`config.mk`:
```
export PLATFORM = sky130hd
export DESIGN_NAME = tof_status
export DESIGN_NICKNAME = d
export VERILOG_FILES = /design/src/shared/tof_pkg.sv /design/src/shared/tof_cnt_if.sv /design/src/tof_cnt_bank.sv /design/src/tof_status.sv
export VERILOG_INCLUDE_DIRS = /design/src /design/src/shared
export SDC_FILE = /design/constraint.sdc
export NUM_CORES = 1
export LEC_CHECK = 0
export BUFFER_PORTS_ARGS = -buffer_cell sky130_fd_sc_hd__buf_2
export CORE_UTILIZATION = 40
export CTS_CLUSTER_SIZE = 30
export DETAILED_ROUTE_END_ITERATION = 10
export SKIP_LAST_GASP = 1
export SLEW_MARGIN = 20
export SYNTH_ARGS = -nofsm -noshare
export SYNTH_HDL_FRONTEND = slang
export SYNTH_SLANG_ARGS = --single-unit
```
`constraint.sdc`:
```
create_clock -name CLK -period 2.3 [get_ports CLK]
set_input_delay 0.46 -clock CLK [delete_from_list [all_inputs] [get_ports CLK]]
set_output_delay 0.46 -clock CLK [all_outputs]
set_load 0.02 [all_outputs]
```
`src/shared/tof_params.svh`:
```
// constants of the thermal overload status logic
`ifndef TOF_PARAMS_SVH
`define TOF_PARAMS_SVH

// ----------------------------------------
// timing
// ----------------------------------------
`define TOF_CLK_MHZ      100
`define TOF_CYCLE_US     5000
`define TOF_DIV_W        20

// ----------------------------------------
// register offsets
// ----------------------------------------
`define TOF_OFS_CTRL     8'h00
`define TOF_OFS_ALM1     8'h04
`define TOF_OFS_ALM2     8'h08
`define TOF_OFS_INH      8'h0C
`define TOF_OFS_TRIPL    8'h10
`define TOF_OFS_DLY      8'h14
`define TOF_OFS_PICK     8'h18
`define TOF_OFS_SF       8'h1C
`define TOF_OFS_KMAX     8'h20
`define TOF_OFS_KMIN     8'h24
`define TOF_OFS_TEMPS    8'h28
`define TOF_OFS_NOMC     8'h2C
`define TOF_OFS_STAT     8'h30
`define TOF_OFS_IMAX     8'h34
`define TOF_OFS_CNTA     8'h38
`define TOF_OFS_CNTB     8'h3C
`define TOF_OFS_CNTC     8'h40
`define TOF_OFS_USED     8'h44

// ----------------------------------------
// fields and reset values
// ----------------------------------------
`define TOF_CTRL_CLR     8
`define TOF_RST_ALM1     12'h190
`define TOF_RST_ALM2     12'h190
`define TOF_RST_INH      12'h320
`define TOF_RST_TRIPL    12'h3E8
`define TOF_RST_PICK     16'h03E8
`define TOF_RST_TMIN     8'h00
`define TOF_RST_TMAX     8'h2D
`define TOF_FACTOR_ONE   9'h064
`define TOF_FACTOR_MAX   9'h1F4
`define TOF_I_LIGHT      16'h000A
`define TOF_I_HIGH       16'h07D0
`define TOF_NCNT         5
`define TOF_CW           16
`define TOF_CNT_MAX      16'hFFFF

`endif

```
`src/shared/tof_pkg.sv`:
```
// types of the thermal overload status logic
package tof_pkg;
  typedef enum logic [1:0] {TOF_IDLE, TOF_TIMING, TOF_TRIPPED, TOF_BLOCKED} tof_fsm_t;
  typedef enum logic [2:0] {
    COND_NORMAL, COND_ALARM1, COND_ALARM2, COND_INHIBIT, COND_TRIP, COND_BLOCKED
  } tof_cond_t;
  typedef enum logic [1:0] {TH_LIGHT, TH_NORMAL, TH_OVERLOAD, TH_HIGH} tof_therm_t;
endpackage

```
`src/shared/tof_cnt_if.sv`:
```
// activation counter bank connection
`timescale 1ns/1ps
`include "tof_params.svh"
interface tof_cnt_if;
  logic [`TOF_NCNT-1:0] inc;
  logic                 clr;
  logic [`TOF_CW-1:0]   cnt [`TOF_NCNT];
  modport owner (output inc, output clr, input cnt);
  modport bank  (input inc, input clr, output cnt);
endinterface

```
`src/tof_cnt_bank.sv`:
```
// saturating activation counters
`timescale 1ns/1ps
`include "tof_params.svh"
module tof_cnt_bank (
  input logic       clk,
  input logic       rstn,
  tof_cnt_if.bank   cb
);
  genvar g;
  for (g = 0; g < `TOF_NCNT; g++) begin : g_cnt
    logic [`TOF_CW-1:0] c_reg;
    logic [`TOF_CW-1:0] c_next;
    // an increment in the clear cycle is kept
    always_comb begin
      if (cb.clr) begin
        c_next = cb.inc[g] ? `TOF_CW'(1) : '0;
      end else if (cb.inc[g] && c_reg != `TOF_CNT_MAX) begin
        c_next = c_reg + `TOF_CW'(1);
      end else begin
        c_next = c_reg;
      end
    end
    always_ff @(posedge clk or negedge rstn) begin
      if (!rstn) begin
        c_reg <= '0;
      end else begin
        c_reg <= c_next;
      end
    end
    assign cb.cnt[g] = c_reg;

  end
endmodule

```
`src/tof_status.sv`:
```
// thermal overload status, blocking and counting logic
//
// Decided for this implementation: the placing of the registers and the APB interface to the registers.
`timescale 1ns/1ps
`include "tof_params.svh"
module tof_status #(
  parameter int unsigned CYCLE_CLKS = `TOF_CYCLE_US * `TOF_CLK_MHZ
) (
  input  logic                CLK,
  input  logic                RSTN,
  input  logic                PSEL,
  input  logic                PENABLE,
  input  logic                PWRITE,
  input  logic [7:0]          PADDR,
  input  logic [31:0]         PWDATA,
  output logic [31:0]         PRDATA,
  output logic                PREADY,
  output logic                PSLVERR,
  input  logic                BLOCK_IN,
  input  logic [15:0]         PHASE_A_CURRENT,
  input  logic [15:0]         PHASE_B_CURRENT,
  input  logic [15:0]         PHASE_C_CURRENT,
  input  logic [11:0]         THETA,
  input  logic [11:0]         THETA_EST,
  output logic                START,
  output logic                BLOCKED,
  output logic                ALARM1,
  output logic                ALARM2,
  output logic                INHIBIT,
  output logic                TRIP,
  output logic                TRIP_EXPECTED,
  output tof_pkg::tof_cond_t  CONDITION,
  output tof_pkg::tof_therm_t THERM_STATE,
  output logic                SF_FAULT,
  output logic                AMB_FAULT,
  output logic                NOMC_FAULT,
  output logic                AMBK_INCONS
);
  import tof_pkg::*;

  // ----------------------------------------
  // processing cycle divider
  // ----------------------------------------
  logic [`TOF_DIV_W-1:0] div_reg, div_next;
  logic                  cyc_en_reg, cyc_en_next;
  logic                  eval_reg;

  always_comb begin
    cyc_en_next = (div_reg == `TOF_DIV_W'(CYCLE_CLKS - 1));
    div_next    = cyc_en_next ? '0 : div_reg + `TOF_DIV_W'(1);
  end
  always_ff @(posedge CLK or negedge RSTN) begin
    if (!RSTN) begin
      div_reg    <= '0;
      cyc_en_reg <= 1'b0;
      eval_reg   <= 1'b0;
    end else begin
      div_reg    <= div_next;
      cyc_en_reg <= cyc_en_next;
      eval_reg   <= cyc_en_reg;
    end
  end

  // ----------------------------------------
  // blocking synchroniser and cycle samples
  // ----------------------------------------
  logic        blk_m1_reg, blk_m2_reg, blk_m3_reg, blk_lvl_reg, blk_lvl_next;
  logic        blk_s_reg, blk_s_next;
  logic [11:0] theta_reg, theta_next, est_reg, est_next;
  logic [15:0] imax_reg, imax_next, ab_max;

  always_comb begin
    blk_lvl_next = (blk_m2_reg == blk_m3_reg) ? blk_m3_reg : blk_lvl_reg;
    ab_max       = (PHASE_A_CURRENT > PHASE_B_CURRENT) ? PHASE_A_CURRENT : PHASE_B_CURRENT;
    blk_s_next   = blk_s_reg;
    theta_next   = theta_reg;
    est_next     = est_reg;
    imax_next    = imax_reg;
    if (cyc_en_reg) begin
      blk_s_next = blk_lvl_reg;
      theta_next = THETA;
      est_next   = THETA_EST;
      imax_next  = (ab_max > PHASE_C_CURRENT) ? ab_max : PHASE_C_CURRENT;
    end
  end
  always_ff @(posedge CLK or negedge RSTN) begin
    if (!RSTN) begin
      blk_m1_reg  <= 1'b0;
      blk_m2_reg  <= 1'b0;
      blk_m3_reg  <= 1'b0;
      blk_lvl_reg <= 1'b0;
      blk_s_reg   <= 1'b0;
      theta_reg   <= '0;
      est_reg     <= '0;
      imax_reg    <= '0;
    end else begin
      blk_m1_reg  <= BLOCK_IN;
      blk_m2_reg  <= blk_m1_reg;
      blk_m3_reg  <= blk_m2_reg;
      blk_lvl_reg <= blk_lvl_next;
      blk_s_reg   <= blk_s_next;
      theta_reg   <= theta_next;
      est_reg     <= est_next;
      imax_reg    <= imax_next;
    end
  end

  // ----------------------------------------
  // settings over apb
  // ----------------------------------------
  logic [3:0]  en_reg, en_next;
  logic        clr_reg, clr_next;
  logic [11:0] alm1_reg, alm1_next, alm2_reg, alm2_next;
  logic [11:0] inh_reg, inh_next, tripl_reg, tripl_next;
  logic [19:0] dly_reg, dly_next;
  logic [15:0] pick_reg, pick_next;
  logic [8:0]  sf_reg, sf_next, kmax_reg, kmax_next, kmin_reg, kmin_next;
  logic [8:0]  nomc_reg, nomc_next;
  logic [7:0]  tmin_reg, tmin_next, tmax_reg, tmax_next;
  logic        pready_reg, pready_next, perr_reg, perr_next;
  logic [31:0] prdata_reg, prdata_next, rd_val;
  logic        rd_hit, wr_go;
  logic [8:0]  sf_used_reg, k_used_reg, nomc_used_reg;
  logic        trip_exp_reg, sf_f_reg, amb_f_reg, nomc_f_reg, incons_reg;
  tof_cond_t   cond_reg;
  tof_therm_t  therm_reg;
  tof_cnt_if   cb ();

  always_comb begin
    rd_hit = 1'b1;
    unique case (PADDR)
      `TOF_OFS_CTRL:  rd_val = {28'h0000000, en_reg};
      `TOF_OFS_ALM1:  rd_val = {20'h00000, alm1_reg};
      `TOF_OFS_ALM2:  rd_val = {20'h00000, alm2_reg};
      `TOF_OFS_INH:   rd_val = {20'h00000, inh_reg};
      `TOF_OFS_TRIPL: rd_val = {20'h00000, tripl_reg};
      `TOF_OFS_DLY:   rd_val = {12'h000, dly_reg};
      `TOF_OFS_PICK:  rd_val = {16'h0000, pick_reg};
      `TOF_OFS_SF:    rd_val = {23'h000000, sf_reg};
      `TOF_OFS_KMAX:  rd_val = {23'h000000, kmax_reg};
      `TOF_OFS_KMIN:  rd_val = {23'h000000, kmin_reg};
      `TOF_OFS_TEMPS: rd_val = {16'h0000, tmax_reg, tmin_reg};
      `TOF_OFS_NOMC:  rd_val = {23'h000000, nomc_reg};
      `TOF_OFS_STAT:  rd_val = {19'h00000, trip_exp_reg, incons_reg, nomc_f_reg,
                                amb_f_reg, sf_f_reg, 2'h0, therm_reg, 1'b0, cond_reg};
      `TOF_OFS_IMAX:  rd_val = {16'h0000, imax_reg};
      `TOF_OFS_CNTA:  rd_val = {cb.cnt[1], cb.cnt[0]};
      `TOF_OFS_CNTB:  rd_val = {cb.cnt[3], cb.cnt[2]};
      `TOF_OFS_CNTC:  rd_val = {16'h0000, cb.cnt[4]};
      `TOF_OFS_USED:  rd_val = {5'h00, nomc_used_reg, k_used_reg, sf_used_reg};
      default: begin
        rd_val = 32'h00000000;
        rd_hit = 1'b0;
      end
    endcase
  end

  always_comb begin
    wr_go       = PSEL && PENABLE && pready_reg && PWRITE && rd_hit;
    pready_next = PSEL && PENABLE && !pready_reg;
    prdata_next = (pready_next && !PWRITE) ? rd_val : 32'h00000000;
    perr_next   = pready_next && !rd_hit;
    en_next     = en_reg;
    clr_next    = 1'b0;
    alm1_next   = alm1_reg;
    alm2_next   = alm2_reg;
    inh_next    = inh_reg;
    tripl_next  = tripl_reg;
    dly_next    = dly_reg;
    pick_next   = pick_reg;
    sf_next     = sf_reg;
    kmax_next   = kmax_reg;
    kmin_next   = kmin_reg;
    nomc_next   = nomc_reg;
    tmin_next   = tmin_reg;
    tmax_next   = tmax_reg;
    if (wr_go) begin
      unique case (PADDR)
        `TOF_OFS_CTRL: begin
          en_next  = PWDATA[3:0];
          clr_next = PWDATA[`TOF_CTRL_CLR];
        end
        `TOF_OFS_ALM1:  alm1_next  = PWDATA[11:0];
        `TOF_OFS_ALM2:  alm2_next  = PWDATA[11:0];
        `TOF_OFS_INH:   inh_next   = PWDATA[11:0];
        `TOF_OFS_TRIPL: tripl_next = PWDATA[11:0];
        `TOF_OFS_DLY:   dly_next   = PWDATA[19:0];
        `TOF_OFS_PICK:  pick_next  = PWDATA[15:0];
        `TOF_OFS_SF:    sf_next    = PWDATA[8:0];
        `TOF_OFS_KMAX:  kmax_next  = PWDATA[8:0];
        `TOF_OFS_KMIN:  kmin_next  = PWDATA[8:0];
        `TOF_OFS_TEMPS: begin
          tmin_next = PWDATA[7:0];
          tmax_next = PWDATA[15:8];
        end
        `TOF_OFS_NOMC:  nomc_next  = PWDATA[8:0];
        default: ;
      endcase
    end
  end
  always_ff @(posedge CLK or negedge RSTN) begin
    if (!RSTN) begin
      pready_reg <= 1'b0;
      prdata_reg <= '0;
      perr_reg   <= 1'b0;
      en_reg     <= '0;
      clr_reg    <= 1'b0;
      alm1_reg   <= `TOF_RST_ALM1;
      alm2_reg   <= `TOF_RST_ALM2;
      inh_reg    <= `TOF_RST_INH;
      tripl_reg  <= `TOF_RST_TRIPL;
      dly_reg    <= '0;
      pick_reg   <= `TOF_RST_PICK;
      sf_reg     <= `TOF_FACTOR_ONE;
      kmax_reg   <= `TOF_FACTOR_ONE;
      kmin_reg   <= `TOF_FACTOR_ONE;
      nomc_reg   <= `TOF_FACTOR_ONE;
      tmin_reg   <= `TOF_RST_TMIN;
      tmax_reg   <= `TOF_RST_TMAX;
    end else begin
      pready_reg <= pready_next;
      prdata_reg <= prdata_next;
      perr_reg   <= perr_next;
      en_reg     <= en_next;
      clr_reg    <= clr_next;
      alm1_reg   <= alm1_next;
      alm2_reg   <= alm2_next;
      inh_reg    <= inh_next;
      tripl_reg  <= tripl_next;
      dly_reg    <= dly_next;
      pick_reg   <= pick_next;
      sf_reg     <= sf_next;
      kmax_reg   <= kmax_next;
      kmin_reg   <= kmin_next;
      nomc_reg   <= nomc_next;
      tmin_reg   <= tmin_next;
      tmax_reg   <= tmax_next;
    end
  end

  // ----------------------------------------
  // pick-up, blocking and trip delay
  // ----------------------------------------
  tof_fsm_t    st_reg, st_next;
  logic [19:0] dly_cnt_reg, dly_cnt_next;
  logic        pickup;
  logic        start_reg, start_next, blocked_reg, blocked_next, trip_reg, trip_next;

  always_comb begin
    pickup       = en_reg[3] && (theta_reg >= tripl_reg);
    st_next      = st_reg;
    dly_cnt_next = dly_cnt_reg;
    if (eval_reg) begin
      unique case (st_reg)
        TOF_IDLE: begin
          dly_cnt_next = '0;
          if (pickup) begin
            st_next = blk_s_reg ? TOF_BLOCKED : TOF_TIMING;
          end
        end
        TOF_TIMING: begin
          if (!pickup || blk_s_reg) begin
            st_next = TOF_IDLE;
          end else if (dly_cnt_reg >= dly_reg) begin
            st_next = TOF_TRIPPED;
          end else begin
            dly_cnt_next = dly_cnt_reg + 20'h00001;
          end
        end
        TOF_TRIPPED: begin
          if (!pickup || blk_s_reg) begin
            st_next = TOF_IDLE;
          end
        end
        TOF_BLOCKED: begin
          if (!pickup) begin
            st_next = TOF_IDLE;
          end
        end
      endcase
    end
    start_next   = (st_next == TOF_TIMING);
    blocked_next = (st_next == TOF_BLOCKED);
    trip_next    = (st_next == TOF_TRIPPED);
  end
  always_ff @(posedge CLK or negedge RSTN) begin
    if (!RSTN) begin
      st_reg      <= TOF_IDLE;
      dly_cnt_reg <= '0;
      start_reg   <= 1'b0;
      blocked_reg <= 1'b0;
      trip_reg    <= 1'b0;
    end else begin
      st_reg      <= st_next;
      dly_cnt_reg <= dly_cnt_next;
      start_reg   <= start_next;
      blocked_reg <= blocked_next;
      trip_reg    <= trip_next;
    end
  end

  // ----------------------------------------
  // indications and setting checks
  // ----------------------------------------
  logic       a1_reg, a1_next, a2_reg, a2_next, inhb_reg, inhb_next;
  logic       trip_exp_next, sf_f_next, amb_f_next, nomc_f_next, incons_next;
  logic [8:0] sf_used_next, k_used_next, nomc_used_next;
  tof_cond_t  cond_next;
  tof_therm_t therm_next;

  always_comb begin
    a1_next        = a1_reg;
    a2_next        = a2_reg;
    inhb_next      = inhb_reg;
    trip_exp_next  = trip_exp_reg;
    therm_next     = therm_reg;
    sf_f_next      = sf_f_reg;
    amb_f_next     = amb_f_reg;
    nomc_f_next    = nomc_f_reg;
    incons_next    = incons_reg;
    sf_used_next   = sf_used_reg;
    k_used_next    = k_used_reg;
    nomc_used_next = nomc_used_reg;
    if (eval_reg) begin
      a1_next       = en_reg[0] && (theta_reg >= alm1_reg);
      a2_next       = en_reg[1] && (theta_reg >= alm2_reg);
      inhb_next     = en_reg[2] && (theta_reg >= inh_reg);
      trip_exp_next = est_reg >= tripl_reg;
      if (imax_reg < `TOF_I_LIGHT) begin
        therm_next = TH_LIGHT;
      end else if (imax_reg > `TOF_I_HIGH) begin
        therm_next = TH_HIGH;
      end else if (imax_reg > pick_reg) begin
        therm_next = TH_OVERLOAD;
      end else begin
        therm_next = TH_NORMAL;
      end
      sf_f_next      = (sf_reg == '0) || (sf_reg > `TOF_FACTOR_MAX);
      amb_f_next     = (kmax_reg == '0) || (kmax_reg > `TOF_FACTOR_MAX)
                    || (kmin_reg == '0) || (kmin_reg > `TOF_FACTOR_MAX);
      nomc_f_next    = (nomc_reg == '0) || (nomc_reg > `TOF_FACTOR_MAX);
      incons_next    = $signed(tmin_reg) >= $signed(tmax_reg);
      sf_used_next   = sf_f_next ? `TOF_FACTOR_ONE : sf_reg;
      k_used_next    = amb_f_next ? `TOF_FACTOR_ONE : kmax_reg;
      nomc_used_next = nomc_f_next ? `TOF_FACTOR_ONE : nomc_reg;
    end
    if (st_next == TOF_BLOCKED) begin
      cond_next = COND_BLOCKED;
    end else if (st_next == TOF_TRIPPED) begin
      cond_next = COND_TRIP;
    end else if (inhb_next) begin
      cond_next = COND_INHIBIT;
    end else if (a2_next) begin
      cond_next = COND_ALARM2;
    end else if (a1_next) begin
      cond_next = COND_ALARM1;
    end else begin
      cond_next = COND_NORMAL;
    end
  end
  always_ff @(posedge CLK or negedge RSTN) begin
    if (!RSTN) begin
      a1_reg        <= 1'b0;
      a2_reg        <= 1'b0;
      inhb_reg      <= 1'b0;
      trip_exp_reg  <= 1'b0;
      therm_reg     <= TH_LIGHT;
      sf_f_reg      <= 1'b0;
      amb_f_reg     <= 1'b0;
      nomc_f_reg    <= 1'b0;
      incons_reg    <= 1'b0;
      sf_used_reg   <= `TOF_FACTOR_ONE;
      k_used_reg    <= `TOF_FACTOR_ONE;
      nomc_used_reg <= `TOF_FACTOR_ONE;
      cond_reg      <= COND_NORMAL;
    end else begin
      a1_reg        <= a1_next;
      a2_reg        <= a2_next;
      inhb_reg      <= inhb_next;
      trip_exp_reg  <= trip_exp_next;
      therm_reg     <= therm_next;
      sf_f_reg      <= sf_f_next;
      amb_f_reg     <= amb_f_next;
      nomc_f_reg    <= nomc_f_next;
      incons_reg    <= incons_next;
      sf_used_reg   <= sf_used_next;
      k_used_reg    <= k_used_next;
      nomc_used_reg <= nomc_used_next;
      cond_reg      <= cond_next;
    end
  end

  // ----------------------------------------
  // counters and outputs
  // ----------------------------------------
  assign cb.clr    = clr_reg;
  assign cb.inc[0] = a1_next && !a1_reg;
  assign cb.inc[1] = a2_next && !a2_reg;
  assign cb.inc[2] = inhb_next && !inhb_reg;
  assign cb.inc[3] = (st_next == TOF_TRIPPED) && (st_reg != TOF_TRIPPED);
  assign cb.inc[4] = (st_next == TOF_BLOCKED) && (st_reg != TOF_BLOCKED);

  tof_cnt_bank u_cnt (
    .clk  (CLK),
    .rstn (RSTN),
    .cb   (cb.bank)
  );

  assign PRDATA        = prdata_reg;
  assign PREADY        = pready_reg;
  assign PSLVERR       = perr_reg;
  assign START         = start_reg;
  assign BLOCKED       = blocked_reg;
  assign TRIP          = trip_reg;
  assign ALARM1        = a1_reg;
  assign ALARM2        = a2_reg;
  assign INHIBIT       = inhb_reg;
  assign TRIP_EXPECTED = trip_exp_reg;
  assign CONDITION     = cond_reg;
  assign THERM_STATE   = therm_reg;
  assign SF_FAULT      = sf_f_reg;
  assign AMB_FAULT     = amb_f_reg;
  assign NOMC_FAULT    = nomc_f_reg;
  assign AMBK_INCONS   = incons_reg;
endmodule

```
==> results.py <==
metrics = {
    "layout": {
        "largest_register_ffs": 80,
        "regArea_sq_um": 9750,
        "drive_above_1_share_pct": 38.1,
        "fin_nets": 2924,
        "multi_input_area_sq_um": 11800,
        "num-fill-cells": 4469,
        "area_growth_pct": 38.8,
        "diodes": 0,
        "stdcell_count": 3380,
    },
    "yosys": {
        "synth_area_sq_um": 21100,
        "synth_warnings": 0,
        "synth_top_flop_cell": "dfrtp_1",
        "synth_nets": 2386,
        "synth-seq-cells": 387,
        "syn_inst": 2125,
        "avgSynthCellArea_sq_um": 9.92,
        "synth-edff-count": 0,
        "synthArstFlopShare_pct": 100,
        "synth_cell_types": 82,
        "yosysSeqAreaShare_pct": 46.2,
    },
    "sta": {
        "fmax_ghz": 0.290,
        "period_needed_ns": 3.45,
        "hold_viol": 0,
        "whs_ns": 0.0718,
        "fin_ws_ns": -1.15,
        "skew_ns": 0.0230,
        "maxSlewViolCount": 0,
        "tightest_slew_ns": 0.794,
        "fin_crit_sh_pct": 150,
        "relSlewSlack_pct": 46.9,
        "setup_viol": 124,
        "rsz0062_at_grt": "yes",
    },
    "drt": {
        "vias": 19159,
        "first_pass_iters": 6,
        "viasPerCell": 5.67,
        "wl_per_cell_um": 22.4,
        "dr.first_iter.drc_count": 1537,
        "drtAntennaViolNets": 0,
        "drc": 0,
        "drt_wl_total_um": 75900,
    },
    "floorplan": {
        "start_util_pct": 40.8,
        "fp.dieH_um": 232,
        "die_area_sq_um": 53600,
        "core_sq_um": 51700,
        "die_w_um": 232,
        "io_pins": 168,
        "rows": 83,
    },
    "clocking": {
        "cts_tree": "built",
        "cts.sinks": 387,
        "cts_buffer_depth": 3,
        "htree_levels": 2,
        "clk_latency_ns": 0.61,
        "clkTransAtPathRegs_ns": 0.06,
        "numCtsBuffers": 45,
        "cts_root_buffer": "clkbuf_16",
    },
    "pwr": {
        "power_density_nw_per_um2": 531,
        "p_total_uw": 15500,
        "p_leak_uw": 0.0144,
        "irDropWorstVdd_uv": 609,
    },
    "setup_path": {
        "crit_fanout": 8,
        "critical_path_class": "in -> reg",
        "critPathRequiredTime_ns": 2.81,
        "worst_setup_path_start_kind": "input port",
        "critPathMostFrequentCell": "ha_4",
        "crit_chain": "buf_8 > inv_4 > ha_4 > a211oi_2 > o21bai_1 > a211oi_1 > o21ai_1 > a21oi_2 > a21oi_4 > buf_12 > buf_16 > mux2i_4 > inv_2 > ha_4 > nand3_1 > nor3_2 > nand2_1 > a221o_1 > nand2_2 > o32ai_4 > or2_4 > buf_6 > o21ai_2",
        "cp_slowest_cell": "a221o_1",
        "cpLargestDelayFamily": "compound AO/OA/AOI/OAI gates",
        "arrival_ns": 3.96,
        "worst_setup_path_end_kind": "register",
        "worst_path_largest_cell_delay_ns": 0.32,
        "worst-path-buf-inv": 6,
    },
    "place": {
        "gp_congestion": 0.942,
        "place_hpwl_um": 55200,
        "port_buffers": 155,
        "dp_cells": 3234,
        "pre_cts_ws_ns": -2.15,
    },
    "grt": {
        "track_usage_pct": 28.3,
        "grt_max_degree": 68,
        "globalRoute.totalOverflow": 0,
        "grtUsageMet2_pct": 46.6,
        "use_met3_pct": 5.06,
        "met1_usage_pct": 37.2,
        "grt.busiest_layer": "met2",
        "grt_first_pass_wirelength_um": 116000,
        "grt_pass1_vias": 19322,
        "antenna_found_initial": 1,
    },
    "run_status": {
        "status": "finished with violations",
        "failed_checks": "setup timing",
    },
    "job": {
        "drv_cap": 0,
    },
    "worst_hold_path": {
        "hp-class": "in -> reg",
    },
}
[per-stage QoR]
| stage | setup TNS, ns | cell area, sq um | utilization, % |
|---|---|---|---|
| after global routing | -66.74 | 29300 | 56.6 |
| final | -54.99 | 29300 | 56.6 |
| after CTS | -50.07 | 28700 | 55.5 |
| after global placement | -67.01 | 25700 | 49.7 |
| after floorplan | -23.46 | 21400 | - |
| after detailed placement | -74.17 | 25700 | 49.7 |
[kinds of logic (layout without fill, tap and decap cells)]
kind of cell | after synthesis | after routing | synth area share [%]
compound gates | 490 | 490 | 15.6
xor+xnor | 91 | 91 | 3.78
fa+ha+maj | 144 | 144 | 8.53
buf+inv | 250 | 824 | 4.68
flops | 387 | 387 | 46.2
mux | 98 | 98 | 5.12
simple gates | 665 | 666 | 16.1
[cell usage after synthesis, types with 6 or more instances]
cell      count  area (sq um)
a22oi_1      83           623
nor4_1        7          43.8
nand2_1     170           638
or3_1        10          62.6
a221oi_1     19           166
o21ai_1       6          30.0
nor3_1       28           140
inv_1       157           589
nand4b_1      8          70.1
a211oi_1      7          52.6
ha_1        143          1790
a222oi_1     15           150
buf_2        25           125
dfrtp_1     341          8530
nor2b_1      28           175
and4_1        6          52.6
or4_1        11          82.6
nand3b_1      7          52.6
nand2b_1     11          68.8
o21ai_0     141           706
nor2_1      175           657
mux2i_1      20           200
nand4_1      45           282
a21o_1       23           173
dfstp_2      46          1210
a21oi_1      65           325
and3_1       40           250
o22a_1        8          70.1
o31ai_1      10          75.1
clkbuf_1     60           225
nand3_1      77           385
xnor2_1      25           219
a22o_1       32           280
mux2_2       78           878
o21a_1        8          60.1
xor2_1       66           578
nor3_2       11           110
a31oi_1      30           188
[timing repair]
| action | 4_1_cts | 5_1_grt |
|---|---|---|
| pin swaps | 72 | 118 |
| setup buffers | 44 | 22 |
| endpoints found under the hold margin | 33 | 0 |
| endpoints found under the setup margin | 124 | 126 |
| cloned | 8 | 1 |
| gates resized for setup | 193 | 121 |
| hold buffers | 2 | 0 |
[cell usage in the layout, fill, tap and decap left out, types with 78 or more instances in the layout]
| cell | synthesis | layout |
|---|---|---|
| buf_2 | 25 | 148 |
| nand2_1 | 170 | 154 |
| ha_1 | 143 | 109 |
| a22oi_1 | 83 | 83 |
| mux2_2 | 78 | 78 |
| buf_4 | 0 | 346 |
| nor2_1 | 175 | 168 |
| inv_1 | 157 | 139 |
| o21ai_0 | 141 | 109 |
| dfrtp_1 | 341 | 337 |
[worst min-delay path, stage by stage]
cell     delay, ns
buf_2         0.08
nand2_1       0.04
o21ai_0       0.06
[routing by layer]
| metal | vias up | routed length [um] |
|---|---|---|
| li1 | 8731 | - |
| met1 | 9501 | 31500 |
| met2 | 788 | 35900 |
| met3 | 137 | 5780 |
| met4 | 2 | 2650 |
| met5 | - | 8 |
[power breakdown]
part	total [uW]	switching (uW)	leakage, uW	internal (uW)
clock network	7370	3080	0.000750	4280
registers	6930	70.8	0.00486	6860
logic	1250	673	0.00876	575
total	15500	3830	0.0144	11700
[worst paths after layout]
check,startpoint,slack (ns),endpoint,cells past startpoint
setup / recovery,PHASE_B_CURRENT[9],-1.15,imax_reg[7],23
hold / removal,PWDATA[18],0.07,dly_reg[18],3
setup reg to reg,tripl_reg[9],-0.58,u_cnt.g_cnt[4].c_reg[15],11
hold reg to reg,blk_m1_reg,0.36,blk_m2_reg,0
max in group asynchronous,RSTN,1.05,tripl_reg[5],3
min in group asynchronous,RSTN,0.43,PSLVERR,2
[layout make-up]
cell class	instances	area share [%]
sequential	387	33.3
clock buffer	65	4.41
tap	680	2.91
clock inverter	19	0.778
inverter	158	2.12
multi-input combinational	1489	40.4
timing repair buffer	582	16.1
No activity file was read; power rests on OpenSTA's default activity.
